**config.mk**
```make
export PLATFORM = sky130hd
export DESIGN_NAME = mod_opcode_decoder
export DESIGN_NICKNAME = d
export VERILOG_FILES = /design/src/mod_pkg.sv /design/src/mod_classify.sv /design/src/mod_opcode_decoder.sv
export VERILOG_INCLUDE_DIRS = /design/src
export SDC_FILE = /design/constraint.sdc
export NUM_CORES = 1
export LEC_CHECK = 0
export BUFFER_PORTS_ARGS = -buffer_cell sky130_fd_sc_hd__buf_2
export CAP_MARGIN = 30
export CORE_MARGIN = 3
export CORE_UTILIZATION = 50
export CTS_CLUSTER_SIZE = 10
export DETAILED_ROUTE_END_ITERATION = 10
export PLACE_DENSITY_LB_ADDON = 0.15
export SLEW_MARGIN = 30
export SYNTH_ARGS = -nofsm -noshare
export SYNTH_HDL_FRONTEND = slang
export SYNTH_SLANG_ARGS = --single-unit
```
**constraint.sdc**
```tcl
create_clock -name clk_sys -period 4 [get_ports clk_sys]
set_clock_uncertainty 0.05 [all_clocks]
set_input_delay 0.6 -clock clk_sys [delete_from_list [all_inputs] [get_ports clk_sys]]
set_output_delay 0.6 -clock clk_sys [all_outputs]
set_load 0.02 [all_outputs]
```
**src/mod_map.svh**
```systemverilog
// Opcode decoder constants: code bases, masks, low-five patterns and single codes.
`ifndef MOD_MAP_SVH
`define MOD_MAP_SVH
`define MOD_REG_MASK 8'hF8
`define MOD_INC_REG 8'h18
`define MOD_EXCHANGE_REG 8'h28
`define MOD_OR_REG 8'h48
`define MOD_AND_REG 8'h58
`define MOD_ADD_REG 8'h68
`define MOD_ADD_CARRY_REG 8'h78
`define MOD_STORE_REG 8'hA8
`define MOD_LOADI_REG 8'hB8
`define MOD_DEC_REG 8'hC8
`define MOD_XOR_REG 8'hD8
`define MOD_DJNZ_REG 8'hE8
`define MOD_LOAD_REG 8'hF8
`define MOD_EXP_MASK 8'hFC
`define MOD_EXP_READ 8'h0C
`define MOD_EXP_WRITE 8'h3C
`define MOD_EXP_OR 8'h8C
`define MOD_EXP_AND 8'h9C
`define MOD_LOW5_MASK 8'h1F
`define MOD_JMP_PAT 8'h04
`define MOD_CALL_PAT 8'h14
`define MOD_ACC_BIT_PAT 8'h12
`define MOD_NOP 8'h00
`define MOD_HALT 8'h01
`define MOD_OUT_BUS 8'h02
`define MOD_ADD_IMM 8'h03
`define MOD_READ_TMR 8'h42
`define MOD_OR_IMM 8'h43
`define MOD_CNT_START 8'h45
`define MOD_TMR_START 8'h55
`define MOD_JT1 8'h56
`define MOD_DEC_ADJ 8'h57
`define MOD_XMEM_WR0 8'h90
`define MOD_XMEM_WR1 8'h91
`define MOD_RET_RESTORE 8'h93
`endif

```
**src/mod_pkg.sv**
```systemverilog
// Types shared by the opcode decoder files.
`default_nettype none
package mod_pkg;
  typedef enum logic [5:0] {
    MOD_OP_NOP, MOD_OP_HALT, MOD_OP_LATCH_OUTPUT, MOD_OP_ADD_IMM, MOD_OP_INC_REG,
    MOD_OP_EXCHANGE_ACC_REG, MOD_OP_OR_INTO_ACC, MOD_OP_AND_INTO_ACC, MOD_OP_ADD_REG,
    MOD_OP_ADD_WITH_CARRY, MOD_OP_XOR_INTO_ACC, MOD_OP_LOAD_ACC, MOD_OP_STORE_ACC,
    MOD_OP_LOAD_IMM_REG, MOD_OP_DEC_REG, MOD_OP_DJNZ, MOD_OP_EXP_READ, MOD_OP_EXP_WRITE,
    MOD_OP_EXPANDER_OR, MOD_OP_EXPANDER_AND, MOD_OP_JUMP, MOD_OP_CALL,
    MOD_OP_BRANCH_ON_ACC_BIT, MOD_OP_READ_TIMER, MOD_OP_OR_IMM, MOD_OP_COUNT_EVENTS_BEGIN,
    MOD_OP_TIMER_BEGIN, MOD_OP_BRANCH_T1, MOD_OP_DECIMAL_ADJUST,
    MOD_OP_RETURN_RESTORE_STATUS, MOD_OP_EXTERNAL_DATA_MOVE_WR, MOD_OP_OTHER
  } mod_op_t;
  typedef enum logic [1:0] {MOD_FMT_1B1C, MOD_FMT_1B2C, MOD_FMT_2B2C} mod_fmt_t;
  // One decoded instruction as handed to the execution datapath.
  typedef struct packed {
    mod_op_t op;
    mod_fmt_t fmt;
    logic [2:0] working_reg_select;
    logic [1:0] expander_port;
    logic [2:0] acc_bit;
    logic indirect_r1;
    logic [11:0] target;
    logic [7:0] immediate;
  } mod_dec_t;
endpackage : mod_pkg
`default_nettype wire

```
**src/mod_classify.sv**
```systemverilog
// Combinational classifier for one first instruction byte.
`timescale 1ns/100ps
`default_nettype none
`include "mod_map.svh"
module mod_classify
  import mod_pkg::*;
(
  // Code in.
  input wire logic [7:0] code,
  // Class out.
  output var mod_op_t op,
  output var mod_fmt_t fmt
);
  // Map lookup by row and column.
  always_comb begin
    op = MOD_OP_OTHER;
    fmt = MOD_FMT_1B1C;
    // [RQ11] jump pattern.
    if ((code & `MOD_LOW5_MASK) == `MOD_JMP_PAT) begin
      op = MOD_OP_JUMP;
    // [RQ12] call pattern.
    end else if ((code & `MOD_LOW5_MASK) == `MOD_CALL_PAT) begin
      op = MOD_OP_CALL;
    // [RQ13] accumulator bit test.
    end else if ((code & `MOD_LOW5_MASK) == `MOD_ACC_BIT_PAT) begin
      op = MOD_OP_BRANCH_ON_ACC_BIT;
    end else begin
      // [RQ1] register forms by row.
      case (code & `MOD_REG_MASK)
        `MOD_INC_REG: op = MOD_OP_INC_REG;
        // [RQ2] exchange.
        `MOD_EXCHANGE_REG: op = MOD_OP_EXCHANGE_ACC_REG;
        // [RQ3] or.
        `MOD_OR_REG: op = MOD_OP_OR_INTO_ACC;
        // [RQ4] and.
        `MOD_AND_REG: op = MOD_OP_AND_INTO_ACC;
        // [RQ5] add.
        `MOD_ADD_REG: op = MOD_OP_ADD_REG;
        // [RQ6] add carry.
        `MOD_ADD_CARRY_REG: op = MOD_OP_ADD_WITH_CARRY;
        // [RQ9] store to register.
        `MOD_STORE_REG: op = MOD_OP_STORE_ACC;
        `MOD_LOADI_REG: op = MOD_OP_LOAD_IMM_REG;
        `MOD_DEC_REG: op = MOD_OP_DEC_REG;
        // [RQ7] xor.
        `MOD_XOR_REG: op = MOD_OP_XOR_INTO_ACC;
        `MOD_DJNZ_REG: op = MOD_OP_DJNZ;
        // [RQ8] load from register.
        `MOD_LOAD_REG: op = MOD_OP_LOAD_ACC;
        default: op = MOD_OP_OTHER;
      endcase
      // [RQ10] expander forms.
      case (code & `MOD_EXP_MASK)
        `MOD_EXP_READ: op = MOD_OP_EXP_READ;
        `MOD_EXP_WRITE: op = MOD_OP_EXP_WRITE;
        `MOD_EXP_OR: op = MOD_OP_EXPANDER_OR;
        `MOD_EXP_AND: op = MOD_OP_EXPANDER_AND;
        default: ;
      endcase
      // [RQ16] row zero singles; [RQ17] row four; [RQ18] row five; [RQ19] row nine.
      case (code)
        `MOD_NOP: op = MOD_OP_NOP;
        `MOD_HALT: op = MOD_OP_HALT;
        `MOD_OUT_BUS: op = MOD_OP_LATCH_OUTPUT;
        `MOD_ADD_IMM: op = MOD_OP_ADD_IMM;
        `MOD_READ_TMR: op = MOD_OP_READ_TIMER;
        `MOD_OR_IMM: op = MOD_OP_OR_IMM;
        `MOD_CNT_START: op = MOD_OP_COUNT_EVENTS_BEGIN;
        `MOD_TMR_START: op = MOD_OP_TIMER_BEGIN;
        `MOD_JT1: op = MOD_OP_BRANCH_T1;
        `MOD_DEC_ADJ: op = MOD_OP_DECIMAL_ADJUST;
        `MOD_RET_RESTORE: op = MOD_OP_RETURN_RESTORE_STATUS;
        `MOD_XMEM_WR0, `MOD_XMEM_WR1: op = MOD_OP_EXTERNAL_DATA_MOVE_WR;
        default: ;
      endcase
    end
    // [RQ15] format class from the map shading.
    case (code[3:0])
      4'h3, 4'h6: fmt = (code == 8'hA3 || code == 8'hB3 || code == 8'hE3 || code == 8'h83 ||
                         code == 8'h93) ? MOD_FMT_1B2C :
                        (code[3:0] == 4'h3 && (code == 8'h73 || code == 8'h63 || code == 8'h33 ||
                         code == 8'hC3 || code == 8'hF3)) ? MOD_FMT_1B1C : MOD_FMT_2B2C;
      4'h2: fmt = (code[4] || code == 8'h02) ? ((code == 8'h02) ? MOD_FMT_1B2C : MOD_FMT_2B2C)
                  : MOD_FMT_1B1C;
      4'h4: fmt = MOD_FMT_2B2C;
      4'h8, 4'h9, 4'hA, 4'hB: fmt = (code[7:4] == 4'h0 || code[7:4] == 4'h3) ? MOD_FMT_1B2C :
                  (code[7:4] == 4'h8 || code[7:4] == 4'h9 || code[7:4] == 4'hB ||
                   code[7:4] == 4'hE) ? MOD_FMT_2B2C : MOD_FMT_1B1C;
      4'hC, 4'hD, 4'hE, 4'hF: fmt = (code[7:4] == 4'h0 || code[7:4] == 4'h3 ||
                  code[7:4] == 4'h8 || code[7:4] == 4'h9) ? MOD_FMT_1B2C :
                  (code[7:4] == 4'hB || code[7:4] == 4'hE) ? MOD_FMT_2B2C : MOD_FMT_1B1C;
      4'h0, 4'h1: fmt = (code[7:4] == 4'h8 || code[7:4] == 4'h9) ? MOD_FMT_1B2C :
                  (code[7:4] == 4'hB) ? MOD_FMT_2B2C : MOD_FMT_1B1C;
      default: fmt = MOD_FMT_1B1C;
    endcase
    // [RQ20] blank codes act as one-cycle nops.
    if (op == MOD_OP_OTHER && (code == 8'h06 || code == 8'h22 || code == 8'h33 ||
        code == 8'h38 || code == 8'h3B || code == 8'h63 || code == 8'h66 || code == 8'h73 ||
        code == 8'h82 || code == 8'h87 || code == 8'h8B || code == 8'h9B || code == 8'hA2 ||
        code == 8'hA6 || code == 8'hB7 || code[7:1] == 7'h60 || code == 8'hC2 || code == 8'hC3 ||
        code == 8'hD6 || code[7:1] == 7'h70 || code == 8'hE2 || code == 8'hF3 || code == 8'h0B)) begin
      op = MOD_OP_NOP;
      fmt = MOD_FMT_1B1C;
    end
  end
endmodule : mod_classify
`default_nettype wire

```
**src/mod_opcode_decoder.sv**
```systemverilog
// Registered opcode decoder between fetch and execute.
`timescale 1ns/100ps
`default_nettype none
`include "mod_map.svh"
// What this block does
// [RQ1] Register index from opcode bits two..zero.
// [RQ2] Codes 28..2F exchange accumulator with register.
// [RQ3] Codes 48..4F OR register into accumulator.
// [RQ4] Codes 58..5F AND register into accumulator.
// [RQ5] Codes 68..6F add register, no carry.
// [RQ6] Codes 78..7F add register plus carry.
// [RQ7] Codes D8..DF XOR register into accumulator.
// [RQ8] Codes F8..FF copy register to accumulator.
// [RQ9] Codes A8..AF store accumulator to register.
// [RQ10] Expander port from bits one..zero.
// [RQ11] Jump: low five 00100, high target bits.
// [RQ12] Call: low five 10100, high target bits.
// [RQ13] Bit branch: low five 10010, bit number.
// [RQ14] Row/column map; immediates from next byte.
// [RQ15] Every code classed by bytes and cycles.
// [RQ16] Row zero: nop, halt, output, add-immediate.
// [RQ17] Row four: timer read, counting, OR-immediate.
// [RQ18] Row five: timer start, T1 branch, adjust.
// [RQ19] Row nine: restore-return, external writes.
// [RQ20] Blank codes decode as one-cycle nops.
// [RQ21] Target bit eleven from program bank flag.
module mod_opcode_decoder
  import mod_pkg::*;
(
  // Clock and reset.
  input wire logic clk_sys,
  input wire logic reset,
  // Fetched bytes from the fetch unit.
  input wire logic byte_valid,
  input wire logic [7:0] byte_data,
  input wire logic program_bank_flag,
  // Decoded instruction to the datapath.
  output logic dec_valid,
  output var mod_dec_t dec_out
);
  // Waiting for first or second byte.
  typedef enum logic {MOD_ST_FIRST, MOD_ST_SECOND} mod_state_t;
  mod_state_t state;
  mod_state_t next_state;
  // First byte held while the second arrives.
  logic [7:0] first;
  logic [7:0] next_first;
  logic next_dec_valid;
  mod_dec_t next_dec_out;
  // Classification of the current byte and of the held first byte.
  mod_op_t cls_op;
  mod_fmt_t cls_fmt;
  logic [7:0] cls_code;

  // The classifier looks at the new byte in state one and the held byte in state two.
  assign cls_code = (state == MOD_ST_FIRST) ? byte_data : first;

  mod_classify u_classify (
    .code(cls_code),
    .op(cls_op),
    .fmt(cls_fmt)
  );

  // Next-state logic; two-byte codes wait for their operand byte.
  always_comb begin
    next_state = state;
    next_first = first;
    next_dec_valid = 1'b0;
    next_dec_out = dec_out;
    if (byte_valid) begin
      // [RQ14] row and column lookup.
      next_dec_out.op = cls_op;
      next_dec_out.fmt = cls_fmt;
      // [RQ1] register index field.
      next_dec_out.working_reg_select = cls_code[2:0];
      // [RQ10] expander port field.
      next_dec_out.expander_port = cls_code[1:0];
      // [RQ13] tested accumulator bit.
      next_dec_out.acc_bit = cls_code[7:5];
      next_dec_out.indirect_r1 = cls_code[0];
      if (state == MOD_ST_FIRST) begin
        // [RQ15] two-byte codes never finish alone.
        if (cls_fmt == MOD_FMT_2B2C) begin
          next_first = byte_data;
          next_state = MOD_ST_SECOND;
        end else begin
          next_dec_valid = 1'b1;
          next_dec_out.immediate = 8'h00;
          next_dec_out.target = 12'h000;
        end
      end else begin
        // [RQ14] operand from following byte.
        next_dec_out.immediate = byte_data;
        // [RQ11] target high bits, [RQ21] bank bit eleven.
        next_dec_out.target = (cls_op == MOD_OP_JUMP || cls_op == MOD_OP_CALL) ?
          {program_bank_flag, first[7:5], byte_data} : {4'h0, byte_data};
        next_dec_valid = 1'b1;
        next_state = MOD_ST_FIRST;
      end
    end
  end

  // Registers only; asynchronous reset to idle.
  always_ff @(posedge clk_sys or posedge reset) begin
    if (reset) begin
      state <= MOD_ST_FIRST;
      first <= 8'h00;
      dec_valid <= 1'b0;
      dec_out <= '0;
    end else begin
      state <= next_state;
      first <= next_first;
      dec_valid <= next_dec_valid;
      dec_out <= next_dec_out;
    end
  end

  // [RQ2] exchange code check.
  AST_EXCHANGE: assert property (@(posedge clk_sys) disable iff (reset) // [RQ2]
    (state == MOD_ST_FIRST && byte_valid && byte_data[7:3] == 5'h05) |=> dec_valid &&
      dec_out.op == MOD_OP_EXCHANGE_ACC_REG && dec_out.working_reg_select == $past(byte_data[2:0]))
    else $error("exchange decode wrong");
  // [RQ3] or code check.
  AST_OR: assert property (@(posedge clk_sys) disable iff (reset) // [RQ3]
    (state == MOD_ST_FIRST && byte_valid && byte_data[7:3] == 5'h09) |=> dec_out.op == MOD_OP_OR_INTO_ACC)
    else $error("or decode wrong");
  // [RQ4] and code check.
  AST_AND: assert property (@(posedge clk_sys) disable iff (reset) // [RQ4]
    (state == MOD_ST_FIRST && byte_valid && byte_data[7:3] == 5'h0B) |=> dec_out.op == MOD_OP_AND_INTO_ACC)
    else $error("and decode wrong");
  // [RQ5] add code check.
  AST_ADD: assert property (@(posedge clk_sys) disable iff (reset) // [RQ5]
    (state == MOD_ST_FIRST && byte_valid && byte_data[7:3] == 5'h0D) |=> dec_out.op == MOD_OP_ADD_REG)
    else $error("add decode wrong");
  // [RQ6] add carry check.
  AST_ADD_CARRY: assert property (@(posedge clk_sys) disable iff (reset) // [RQ6]
    (state == MOD_ST_FIRST && byte_valid && byte_data[7:3] == 5'h0F) |=> dec_out.op == MOD_OP_ADD_WITH_CARRY)
    else $error("add carry decode wrong");
  // [RQ7] xor check.
  AST_XOR: assert property (@(posedge clk_sys) disable iff (reset) // [RQ7]
    (state == MOD_ST_FIRST && byte_valid && byte_data[7:3] == 5'h1B) |=> dec_out.op == MOD_OP_XOR_INTO_ACC)
    else $error("xor decode wrong");
  // [RQ8] load check.
  AST_LOAD: assert property (@(posedge clk_sys) disable iff (reset) // [RQ8]
    (state == MOD_ST_FIRST && byte_valid && byte_data[7:3] == 5'h1F) |=> dec_out.op == MOD_OP_LOAD_ACC)
    else $error("load decode wrong");
  // [RQ9] store check.
  AST_STORE: assert property (@(posedge clk_sys) disable iff (reset) // [RQ9]
    (state == MOD_ST_FIRST && byte_valid && byte_data[7:3] == 5'h15) |=> dec_out.op == MOD_OP_STORE_ACC)
    else $error("store decode wrong");
  // [RQ11] [RQ21] jump target assembled from both bytes.
  AST_JMP_TARGET: assert property (@(posedge clk_sys) disable iff (reset) // [RQ11]
    (state == MOD_ST_FIRST && byte_valid && byte_data[4:0] == 5'h04) ##1 (byte_valid)
      |=> dec_valid && dec_out.op == MOD_OP_JUMP &&
      dec_out.target == {$past(program_bank_flag), $past(byte_data[7:5], 2), $past(byte_data)})
    else $error("jump target wrong");
  // [RQ15] two-byte code holds output low one byte.
  AST_TWO_BYTE: assert property (@(posedge clk_sys) disable iff (reset) // [RQ15]
    (state == MOD_ST_FIRST && byte_valid && byte_data[4:0] == 5'h14) |=> !dec_valid)
    else $error("two-byte finished early");
endmodule : mod_opcode_decoder
`default_nettype wire

```
# Word level (Yosys, flattened, before mapping)
# Index checks and enable logic that the tools add are counted.
[classes]
n_mul = 0
n_reduce_logical = 51
magnitude_cmp = 0
n_addsub = 0
eq_ne = 81
div = 0
n_mux = 28
bitwise_logic = 1
n_shift = 0
[op_table]
columns = ["operator", "n"]
rows = [
  ["$eq A8 B8 Y1 const B", 19],
  ["$pmux W5 S12", 2],
  ["$eq A8 B7 Y1 const B", 9],
  ["$eq A4 B4 Y1 const B", 12],
  ["$eq A5 B5 Y1 const B", 8],
  ["$mux W20", 2],
  ["$logic_or A1 B1 Y1", 39],
  ["$eq A8 B6 Y1 const B", 4],
  ["$mux W6", 4],
  ["$mux W2", 11],
  ["$eq A5 B4 Y1 const B", 4],
  ["$pmux W5 S4", 1],
  ["$eq A6 B5 Y1 const B", 3],
  ["$eq A8 B2 Y1 const B", 2],
  ["$eq A7 B7 Y1 const B", 2],
  ["$eq A4 B2 Y1 const B", 3],
  ["$eq A6 B6 Y1 const B", 2],
  ["$mux W12", 1],
  ["$pmux W2 S6", 1],
  ["$eq A5 B3 Y1 const B", 2],
  ["$eq A4 B3 Y1 const B", 2],
  ["$eq A8 B1 Y1 const B", 1],
  ["$eq A8 B3 Y1 const B", 1],
  ["$eq A8 B4 Y1 const B", 1],
  ["16 further kinds", 25],
]
[totals]
latchBits = 0
romBits = 0
output_inout_bits = 38
in_bits = 12
n_memories = 0
elab_cells = 172
register_bits = 47
ram_bits = 0

# Longest topological paths before layout
# Gate-level depths: netlist (run 1).
[logic_depth]
depth_word = 30
mapped_depth = 11
depth_no_buf = 7

# Modules after synthesis
# A second synthesis (run 1) with hierarchy kept.
[unflattened]
hier_cells = 275
area_unflattened_um2 = 2670.1
[modules_own_cells]
columns = ["module", "area_per_inst_um2", "cells_each", "seq_area_each_um2", "instances"]
rows = [
  ["mod_opcode_decoder", 1569.0, 118, 900.9, 1],
  ["mod_classify", 1101.1, 157, 0.0, 1],
]

# Least setup slack after synthesis (run 1)
# No wires, ideal clock.
[synth_path]
path_type = "input to register"
startpoint = "input byte_data[2]"
endpoint = "register first[0]"
t_arrival_ns = 3.030
t_required_ns = 3.825
setup_time_ns = 0.125
path_stages = 9
slack_ns = 0.794
n_path_buf = 2
path_cell_list = "clkbuf_1 nor3_1 nor2_1 a2111oi_0 a2111o_1 or3_1 or4b_1 buf_6 mux2_4"
[synth_between]
elab_chain_len = 28
word_cells_on_any_way = 114
classes_between = "61 x eq/ne; 12 x mux; 41 x reduce/logical"
[synth_rtl]
columns = ["item", "line_no", "source"]
rows = [
  ["from (decl)", "mod_opcode_decoder.sv:35", "input wire logic [7:0] byte_data,"],
  ["$mux W8 (*)", "mod_opcode_decoder.sv:56", "assign cls_code = (state == MOD_ST_FIRST) ? byte_data : first;"],
  ["$eq A8 B3 Y1 or $eq A8 B6 Y1 (tied branches)", "mod_classify.sv:97", "if (op == MOD_OP_OTHER && (code == 8'h06 || code == 8'h22 || code == 8'h33 ||"],
  ["$logic_or A1 B1 Y1 (3 in series)", "mod_classify.sv:97", ""],
  ["$logic_or A1 B1 Y1 (5 in series)", "mod_classify.sv:98", "code == 8'h38 || code == 8'h3B || code == 8'h63 || code == 8'h66 || code == 8'h73 ||"],
  ["$logic_or A1 B1 Y1 (5 in series)", "mod_classify.sv:99", "code == 8'h82 || code == 8'h87 || code == 8'h8B || code == 8'h9B || code == 8'hA2 ||"],
  ["$logic_or A1 B1 Y1 (5 in series)", "mod_classify.sv:100", "code == 8'hA6 || code == 8'hB7 || code[7:1] == 7'h60 || code == 8'hC2 || code == 8'hC3 ||"],
  ["$logic_or A1 B1 Y1 (4 in series)", "mod_classify.sv:101", "code == 8'hD6 || code[7:1] == 7'h70 || code == 8'hE2 || code == 8'hF3 || code == 8'h0B)) begin"],
  ["$logic_and A1 B1 Y1", "mod_classify.sv:97", ""],
  ["$mux W2 (*)", "mod_classify.sv:97", ""],
  ["$eq A2 B2 Y1 (*)", "mod_opcode_decoder.sv:83", "if (cls_fmt == MOD_FMT_2B2C) begin"],
  ["$reduce_and A3 Y1 (no line) (*)", "n/a", ""],
  ["to (signal assigned)", "mod_opcode_decoder.sv:112", "first <= next_first;"],
  ["to (decl)", "mod_opcode_decoder.sv:46", "logic [7:0] first;"],
]
# Every way passes the cells marked *; elsewhere a longest branch is shown, timed or not.
# A chain may end at the register's enable or synchronous reset.

# Worst setup path in the final report (run 1)
[layout_path]
startpoint = "register state"
endpoint = "register first[2]"
[layout_between]
elab_chain_len = 28
word_cells_on_any_way = 147
classes_between = "78 x eq/ne; 19 x mux; 1 x bitwise; 49 x reduce/logical"
[layout_rtl]
columns = ["item", "line_no", "source"]
rows = [
  ["from (decl)", "mod_opcode_decoder.sv:43", "mod_state_t state;"],
  ["from (signal assigned)", "mod_opcode_decoder.sv:111", "state <= next_state;"],
  ["parallel branches: the longest is 27 deep, another holds $pmux W5 S12", "n/a", ""],
  ["$reduce_and A3 Y1 (no line) (*)", "n/a", ""],
]
# Mark *: on every way between the ends.

==> flow_metrics.py, run 1 <==
metrics = {
    "worst_setup_path": {
        "rrSetupSlack_ns": 0.49,
        "crit_start": "state$_DFFE_PP0P_",
        "r2r-start": "state$_DFFE_PP0P_",
        "crit_end": "first[2]$_DFFE_PP0P_",
        "rr_endpoint": "first[2]$_DFFE_PP0P_",
        "cp_data_required_time_ns": 4.13,
        "worstPathMaxFanout": 49,
        "cp-end-kind": "flip-flop",
        "crit_arrival_ns": 3.64,
        "crit_path_start_kind": "flip-flop",
        "critPathKind": "reg -> reg",
        "reg2reg_depth": 8,
    },
    "floorplan": {
        "die_x_um": 79.7,
        "initial_core_util_pct": 52.5,
        "core_um2": 5170,
        "die_h_um": 79.7,
        "die_area_um2": 6350,
        "rows": 26,
        "io_pins": 50,
    },
    "synthesis": {
        "yosysTopAreaCell": "dfrtp_1",
        "synth_area_per_cell_um2": 8.96,
        "async_flop_share_pct": 100,
        "yosysWarnings": 0,
        "ys_types": 58,
        "yosysMostFrequentCell": "dfrtp_1",
        "syn_area_um2": 2720,
        "ys_seq_elements": 35,
        "synthTopCellsByCount": "dfrtp_1 (35), nor2_1 (24), a21oi_1 (20), a22o_1 (13), buf_4 (13)",
        "synth_nets": 315,
        "synthCells": 303,
        "synth_flop_cell": "dfrtp_1",
        "synth-edff-count": 0,
        "ys_seq_area_share_pct": 32.2,
        "synth.area.top_cells": "dfrtp_1 (32%), mux2_4 (5.0%), a22o_1 (4.2%), a21oi_1 (3.7%), mux2i_1 (3.7%)",
        "synth_top_cell_area_share_pct": 32.2,
    },
    "timing": {
        "slew-limit-headroom_pct": 42.9,
        "tns_ns": 0,
        "fin_ws_ns": 0.487,
        "rsz0062_at_grt": "no",
        "post-route-period-util_pct": 87.8,
        "slew_viol_final": 0,
        "worst_pin_slew_ns": 0.844,
        "fin_crit_ns": 3.51,
        "setup_violations": 0,
        "whs_ns": 0.355,
        "hold_violations": 0,
        "max_freq_mhz": 285,
    },
    "routing": {
        "drc": 0,
        "firstDrtPassIters": 5,
        "drt_wl_total_um": 7980,
        "ant_nets": 0,
        "num_vias": 2617,
        "routed_via_density": 6.45,
        "drt-initial-drc-count": 248,
        "avgRoutedWirePerCell_um": 19.7,
    },
    "cts": {
        "cts_root_buf": "clkbuf_8",
        "cts_buffers": 5,
        "cts_setup_buffers": 0,
        "htreeDepth": 2,
        "cts_tree": "done",
        "post_cts_resized": 0,
        "cts_buffer_depth": 2,
        "cts.sinks": 35,
        "clock_latency_ns": 0.29,
        "cts_hold_buf": 0,
        "cts.clk_slew.worst_paths_ns": 0.08,
    },
    "cells_and_area": {
        "drive_gt1_share_pct": 28.0,
        "stdcell_count": 406,
        "area_delta_synth_final_pct": 12.2,
        "antenna_cells": 0,
        "final_cell_area_um2": 3050,
        "nNetsFinal": 347,
        "fin_util_pct": 58.9,
    },
    "grt": {
        "grt_use_met3_pct": 2.71,
        "use_met2_pct": 41.9,
        "overflow": 0,
        "grt_pass1_wl_um": 12900,
        "grt_max_degree": 50,
        "grt.busiest_layer": "met2",
        "use_met1_pct": 38.0,
        "antenna_found_initial": 0,
        "grt_pass1_vias": 2390,
        "grt_util_all_layers_pct": 26.5,
    },
    "min_path": {
        "hp-class": "in -> async",
    },
    "placed_design": {
        "dpl.hpwl_um": 5900,
        "dp.cells": 398,
        "place_area_um2": 2910,
        "portBuffers": 48,
        "place_congestion": 1.08,
        "dp_slack_ns": 0.398,
    },
    "pwr": {
        "peakVddDrop_uv": 343,
        "total_power_mw": 2.03,
        "p_leak_nw": 1.37,
        "p_per_area_nw_per_um2": 667,
    },
    "flow_run": {
        "maxCapViolCount": 0,
    },
    "outcome": {
        "outcome": "completed",
    },
}
## power by group
part	internal, mW	switching (mW)	total, mW
logic	0.419	0.599	1.02
registers	0.474	0.156	0.631
clock network	0.249	0.137	0.386
## logic make-up after synthesis
kind of cell,after synthesis,share of synthesized area (%)
compound gates,88,22.9
xor+xnor,6,1.93
buf+inv,43,9.63
flops,35,32.2
mux,25,11.1
other cells,1,0.138
simple gates,105,22.0
## layer usage
metal | wire length [um] | part of all wire, %
met2 | 3670 | 46
met4 | 198 | 2.5
met3 | 550 | 6.9
met1 | 3560 | 45
met5 | 0 | 0
## sequential cells by signal, summed over array words and instances (netlist names)
name,cells
dec_out,25
first,8
dec_valid,1
state,1
## area by class of cell
type                       count  area [um2]
multi-input combinational    225        1580
sequential                    35         876
fill                         464        2120
inverter                       9        33.8
tap                           70        87.6
timing repair buffer          59         335
clock buffer                   5        68.8
clock inverter                 3        67.6
## worst min-delay path by stage
stage                             from                       to  slack (ns)  cells past startpoint
5_1_grt                          reset  dec_out[32]$_DFFE_PP0P_        0.39                      3
3_5_place_dp   dec_out[17]$_DFFE_PP0P_  dec_out[17]$_DFFE_PP0P_        0.44                      1
6_report                         reset   dec_out[8]$_DFFE_PP0P_        0.36                      3
4_1_cts                          reset   dec_out[8]$_DFFE_PP0P_        0.37                      3
3_3_place_gp   dec_out[17]$_DFFE_PP0P_  dec_out[17]$_DFFE_PP0P_        0.43                      1
2_1_floorplan     first[0]$_DFFE_PP0P_     first[0]$_DFFE_PP0P_        0.46                      1
## cells in the final DEF, fill, tap and decap left out, types with 6 or more instances in the layout
cell type	instances
buf_2	48
dfrtp_1	35
nor2_1	24
a21oi_1	20
a22o_1	13
nand2_1	12
mux2i_1	10
o21ai_0	10
buf_4	10
inv_1	9
mux2_4	9
nor3_1	8
o22ai_1	8
nor3b_1	6
a211oi_1	6
mux2_2	6
nand3_1	6
o32ai_1	6
## critical path, stage by stage, from the launching register on
cell and delay [ns]:
dfrtp_1 0.40, buf_12 0.19, and3b_1 0.23, nor2_1 0.30
a2111oi_0 0.16, a2111o_1 0.40, or3_1 0.42, or4b_1 0.82
mux2_4 0.40
Note: power is estimated with default switching activity, not from simulation.
==> run 2, diff against run 1 <==
--- a/config.mk
+++ b/config.mk
@@ -8,8 +8,10 @@
 export LEC_CHECK = 0
 export BUFFER_PORTS_ARGS = -buffer_cell sky130_fd_sc_hd__buf_2
 export CAP_MARGIN = 30
-export CORE_MARGIN = 3
+export CORE_MARGIN = 4
 export CORE_UTILIZATION = 50
+export CTS_BUF_LIST = sky130_fd_sc_hd__clkbuf_2 sky130_fd_sc_hd__clkbuf_4 sky130_fd_sc_hd__clkbuf_8
+export CTS_CLUSTER_DIAMETER = 40
 export CTS_CLUSTER_SIZE = 10
 export DETAILED_ROUTE_END_ITERATION = 10
 export PLACE_DENSITY_LB_ADDON = 0.15
==> flow_metrics.py, run 2 (synthesis results as in run 1) <==
metrics = {
    "outcome": {
        "outcome": "completed",
    },
    "cts": {
        "cts_setup_buffers": 0,
        "cts_root_buf": "clkbuf_8",
        "cts_buffer_depth": 2,
        "htreeDepth": 2,
        "post_cts_resized": 0,
        "cts_tree": "done",
        "cts_hold_buf": 0,
        "cts_buffers": 5,
        "clock_latency_ns": 0.29,
        "cts.sinks": 35,
        "cts.clk_slew.worst_paths_ns": 0.08,
    },
    "timing": {
        "slew-limit-headroom_pct": 38.9,
        "tns_ns": 0,
        "fin_crit_ns": 3.45,
        "worst_pin_slew_ns": 0.904,
        "post-route-period-util_pct": 86.2,
        "hold_violations": 0,
        "slew_viol_final": 0,
        "setup_violations": 0,
        "rsz0062_at_grt": "no",
        "whs_ns": 0.352,
        "fin_ws_ns": 0.551,
        "max_freq_mhz": 290,
    },
    "placed_design": {
        "place_congestion": 0.997,
        "dpl.hpwl_um": 5700,
        "portBuffers": 48,
        "dp_slack_ns": 0.456,
    },
    "cells_and_area": {
        "antenna_cells": 0,
        "fin_util_pct": 59.2,
        "area_delta_synth_final_pct": 12.8,
        "largest-register": "dec_out",
        "largest_register_ff_count": 25,
        "final_common_cell": "buf_2",
        "top_regs": "dec_out (25), first (8)",
        "fillers": 464,
        "nNetsFinal": 349,
        "drive_gt1_share_pct": 28.4,
        "final_cell_mix": "buf_2 (48), dfrtp_1 (35), nor2_1 (24)",
    },
    "grt": {
        "grt_pass1_vias": 2325,
        "grt_pass1_wl_um": 12500,
        "antenna_found_initial": 0,
        "grt_max_degree": 50,
        "grt_util_all_layers_pct": 24.5,
        "overflow": 0,
    },
    "routing": {
        "firstDrtPassIters": 6,
        "drt_wl_total_um": 7740,
        "ant_nets": 0,
        "routed_via_density": 6.29,
        "drc": 0,
        "avgRoutedWirePerCell_um": 19.0,
        "num_vias": 2566,
        "drt-initial-drc-count": 271,
    },
    "worst_setup_path": {
        "cp.buffers_inverters": 1,
        "cp-end-kind": "flip-flop",
        "cp_data_required_time_ns": 4.12,
        "path_cells": "buf_12 -> nor2b_1 -> a22oi_1 -> a211oi_1 -> a2111o_1 -> or3_1 -> or4b_1 -> mux2_4",
        "slowest_stage": "or4b_1",
        "worstPathMaxFanout": 49,
        "critPathKind": "reg -> reg",
        "slowest_delay_ns": 0.82,
        "crit_arrival_ns": 3.57,
        "critical-path-top-delay-family": "simple AND/OR/NAND/NOR gates",
        "crit_path_start_kind": "flip-flop",
    },
    "floorplan": {
        "rows": 26,
        "die_area_um2": 6680,
        "initial_core_util_pct": 52.5,
        "io_pins": 50,
        "core_um2": 5170,
        "die_x_um": 81.7,
        "die_h_um": 81.7,
    },
    "min_path": {
        "hp-class": "in -> async",
    },
    "pwr": {
        "peakVddDrop_uv": 304,
        "p_leak_nw": 1.38,
        "p_per_area_nw_per_um2": 659,
    },
    "flow_run": {
        "maxCapViolCount": 0,
    },
}
-- run 2: worst paths after layout --
path,from,to,slack [ns],depth (start not counted)
hold reg to reg,dec_out[19]$_DFFE_PP0P_,dec_out[19]$_DFFE_PP0P_,0.46,1
max in group asynchronous,reset,dec_out[13]$_DFFE_PP0P_,3.24,3
setup reg to reg,state$_DFFE_PP0P_,first[0]$_DFFE_PP0P_,0.55,8
hold / removal,reset,dec_out[33]$_DFFE_PP0P_,0.35,3
setup / recovery,state$_DFFE_PP0P_,first[0]$_DFFE_PP0P_,0.55,8
min in group clk_sys,dec_out[19]$_DFFE_PP0P_,dec_out[19]$_DFFE_PP0P_,0.46,1
-- run 2: layer usage --
layer	global-route usage, %	up-vias	wire [um]
li1	-	1197	-
met1	35.2	1189	3430
met2	37.1	155	3430
met3	4.39	25	682
met4	8.14	0	198
met5	0	-	0
-- run 2: layout make-up --
type / instances / area, um2 / area share (%)
Tap cell: 70 / 87.6 / 2.86
Clock inverter: 3 / 67.6 / 2.21
Multi-Input combinational cell: 225 / 1580 / 51.6
Timing Repair Buffer: 61 / 350 / 11.4
Sequential cell: 35 / 876 / 28.6
Inverter: 9 / 33.8 / 1.10
Clock buffer: 5 / 68.8 / 2.25
-- run 2: power breakdown --
group | switching [mW] | leakage [nW] | internal [mW]
Sequential | 0.154 | 0.437 | 0.474
Combinational | 0.586 | 0.879 | 0.421
Clock | 0.134 | 0.0644 | 0.249
Total | 0.873 | 1.38 | 1.14
-- run 2: per-stage QoR --
stage	power, mW	cell area, um2	instances
CTS	2.02	3060	408
finish	2.02	3060	408
detailed placement	1.63	2930	400
global route	2.15	3060	408
global placement	1.62	2930	400
floorplan	1.38	2720	303
-- run 2: tightest hold or removal path, delay by kind of cell --
kind | cells | cell delay [ns]
buffers and inverters | 3 | 0.51
==> run 3, diff against run 2 <==
==> constraint.sdc (replaced) <==
create_clock -name clk_sys -period 4 [get_ports clk_sys]
set_clock_uncertainty 0.05 [all_clocks]
set_input_delay 0.4 -clock clk_sys [delete_from_list [all_inputs] [get_ports clk_sys]]
set_output_delay 0.4 -clock clk_sys [all_outputs]
set_load 0.02 [all_outputs]
==> flow_metrics.py, run 3 (synthesis results as in run 1) <==
metrics = {
    "cts": {
        "cts_setup_buffers": 0,
        "htreeDepth": 2,
        "cts_root_buf": "clkbuf_8",
        "cts_tree": "done",
        "cts_hold_buf": 0,
        "cts.sinks": 35,
        "cts.clk_slew.worst_paths_ns": 0.08,
        "cts_buffer_depth": 2,
        "clock_latency_ns": 0.30,
        "post_cts_resized": 0,
        "cts_buffers": 5,
    },
    "cells_and_area": {
        "fin_util_pct": 57.9,
        "largest_register_ff_count": 25,
        "final_cell_area_um2": 3000,
        "nNetsFinal": 346,
        "area_delta_synth_final_pct": 10.3,
        "drive_gt1_share_pct": 27.8,
        "largest-register": "dec_out",
        "final_cell_mix": "buf_2 (48), dfrtp_1 (35), nor2_1 (24)",
        "fillers": 467,
        "antenna_cells": 0,
        "multi_input_area_um2": 1580,
        "top_regs": "dec_out (25), first (8)",
        "final_common_cell": "buf_2",
        "seq_area_um2": 876,
    },
    "worst_setup_path": {
        "rr_endpoint": "first[1]$_DFFE_PP0P_",
        "r2r-start": "state$_DFFE_PP0P_",
        "crit_path_start_kind": "flip-flop",
        "cp_data_required_time_ns": 4.13,
        "reg2reg_depth": 8,
        "rrSetupSlack_ns": 0.54,
        "cp-end-kind": "flip-flop",
        "worstPathMaxFanout": 49,
        "critPathKind": "reg -> reg",
        "crit_arrival_ns": 3.59,
    },
    "timing": {
        "tns_ns": 0,
        "hold_violations": 0,
        "rsz0062_at_grt": "no",
        "setup_violations": 0,
        "slew_viol_final": 0,
        "fin_crit_ns": 3.46,
        "max_freq_mhz": 289,
        "slew-limit-headroom_pct": 46.2,
        "worst_pin_slew_ns": 0.796,
        "whs_ns": 0.135,
        "post-route-period-util_pct": 86.5,
    },
    "routing": {
        "avgRoutedWirePerCell_um": 19.6,
        "drt_wl_total_um": 7930,
        "routed_via_density": 6.37,
        "ant_nets": 0,
        "drc": 0,
        "num_vias": 2579,
        "firstDrtPassIters": 5,
        "drt-initial-drc-count": 278,
    },
    "floorplan": {
        "initial_core_util_pct": 52.5,
        "io_pins": 50,
        "die_h_um": 81.7,
        "die_x_um": 81.7,
        "die_area_um2": 6680,
        "rows": 26,
        "core_um2": 5170,
    },
    "outcome": {
        "outcome": "completed",
    },
    "grt": {
        "grt_util_all_layers_pct": 25.7,
        "use_met1_pct": 36.3,
        "grt_pass1_vias": 2433,
        "use_met2_pct": 39.8,
        "overflow": 0,
        "antenna_found_initial": 0,
        "grt_pass1_wl_um": 13000,
        "grt_use_met3_pct": 4.82,
        "grt_max_degree": 50,
        "grt.busiest_layer": "met2",
    },
    "placed_design": {
        "portBuffers": 48,
        "dpl.hpwl_um": 5730,
        "place_congestion": 0.983,
        "place_area_um2": 2900,
    },
    "flow_run": {
        "maxCapViolCount": 0,
    },
    "pwr": {
        "total_power_mw": 1.92,
        "p_leak_nw": 1.34,
        "p_per_area_nw_per_um2": 640,
        "peakVddDrop_uv": 269,
    },
    "min_path": {
        "hp-class": "in -> async",
    },
}
run 3: changes by cell type in the layout (fill, tap and decap cells not counted):
| cell | delta |
|---|---|
| clkinvlp_4 | +1 |
| inv_6 | +1 |
| bufinv_16 | -2 |
| buf_4 | -3 |
run 3: worst max path at each step:
stage | end | start | depth (start not counted) | slack (ns)
4_1_cts | first[3]$_DFFE_PP0P_ | state$_DFFE_PP0P_ | 7 | 0.55
2_1_floorplan | first[0]$_DFFE_PP0P_ | byte_data[2] | 9 | 0.99
6_report | first[1]$_DFFE_PP0P_ | state$_DFFE_PP0P_ | 8 | 0.54
3_3_place_gp | first[0]$_DFFE_PP0P_ | state$_DFFE_PP0P_ | 7 | 0.61
5_1_grt | first[2]$_DFFE_PP0P_ | state$_DFFE_PP0P_ | 7 | 0.35
3_5_place_dp | first[4]$_DFFE_PP0P_ | state$_DFFE_PP0P_ | 7 | 0.58
run 3: critical path: stages (launching register included):
cell	delay, ns
dfrtp_1	0.40
buf_12	0.18
and3b_1	0.23
nor2_1	0.29
a2111oi_0	0.16
a2111o_1	0.38
or3_1	0.41
or4b_1	0.82
mux2_4	0.39
run 3: through the flow:
stage,std cells,setup slack [ns]
after global routing,405,0.353
after CTS,405,0.548
after detailed placement,397,0.579
after global placement,397,0.613
after floorplan,303,0.994
final,405,0.540
run 3: metal layers:
layer | routed length, um | part of all wire [%]
met5 | 0 | 0
met4 | 114 | 1.4
met3 | 719 | 9.1
met2 | 3660 | 46
met1 | 3440 | 43
run 3: layout make-up:
class	count	share of cell area (%)
multi-input cells	225	52.7
flip-flops and latches	35	29.2
repair buffers	58	10.9
well taps	70	2.92
clock buffers	5	2.30
inverters	9	1.13
clock inverters	3	0.793
run 3: power by group:
group | total [mW] | internal (mW) | leakage (nW) | switching [mW]
combinational | 1.00 | 0.416 | 0.864 | 0.587
sequential | 0.639 | 0.474 | 0.437 | 0.166
clock | 0.277 | 0.125 | 0.0408 | 0.152
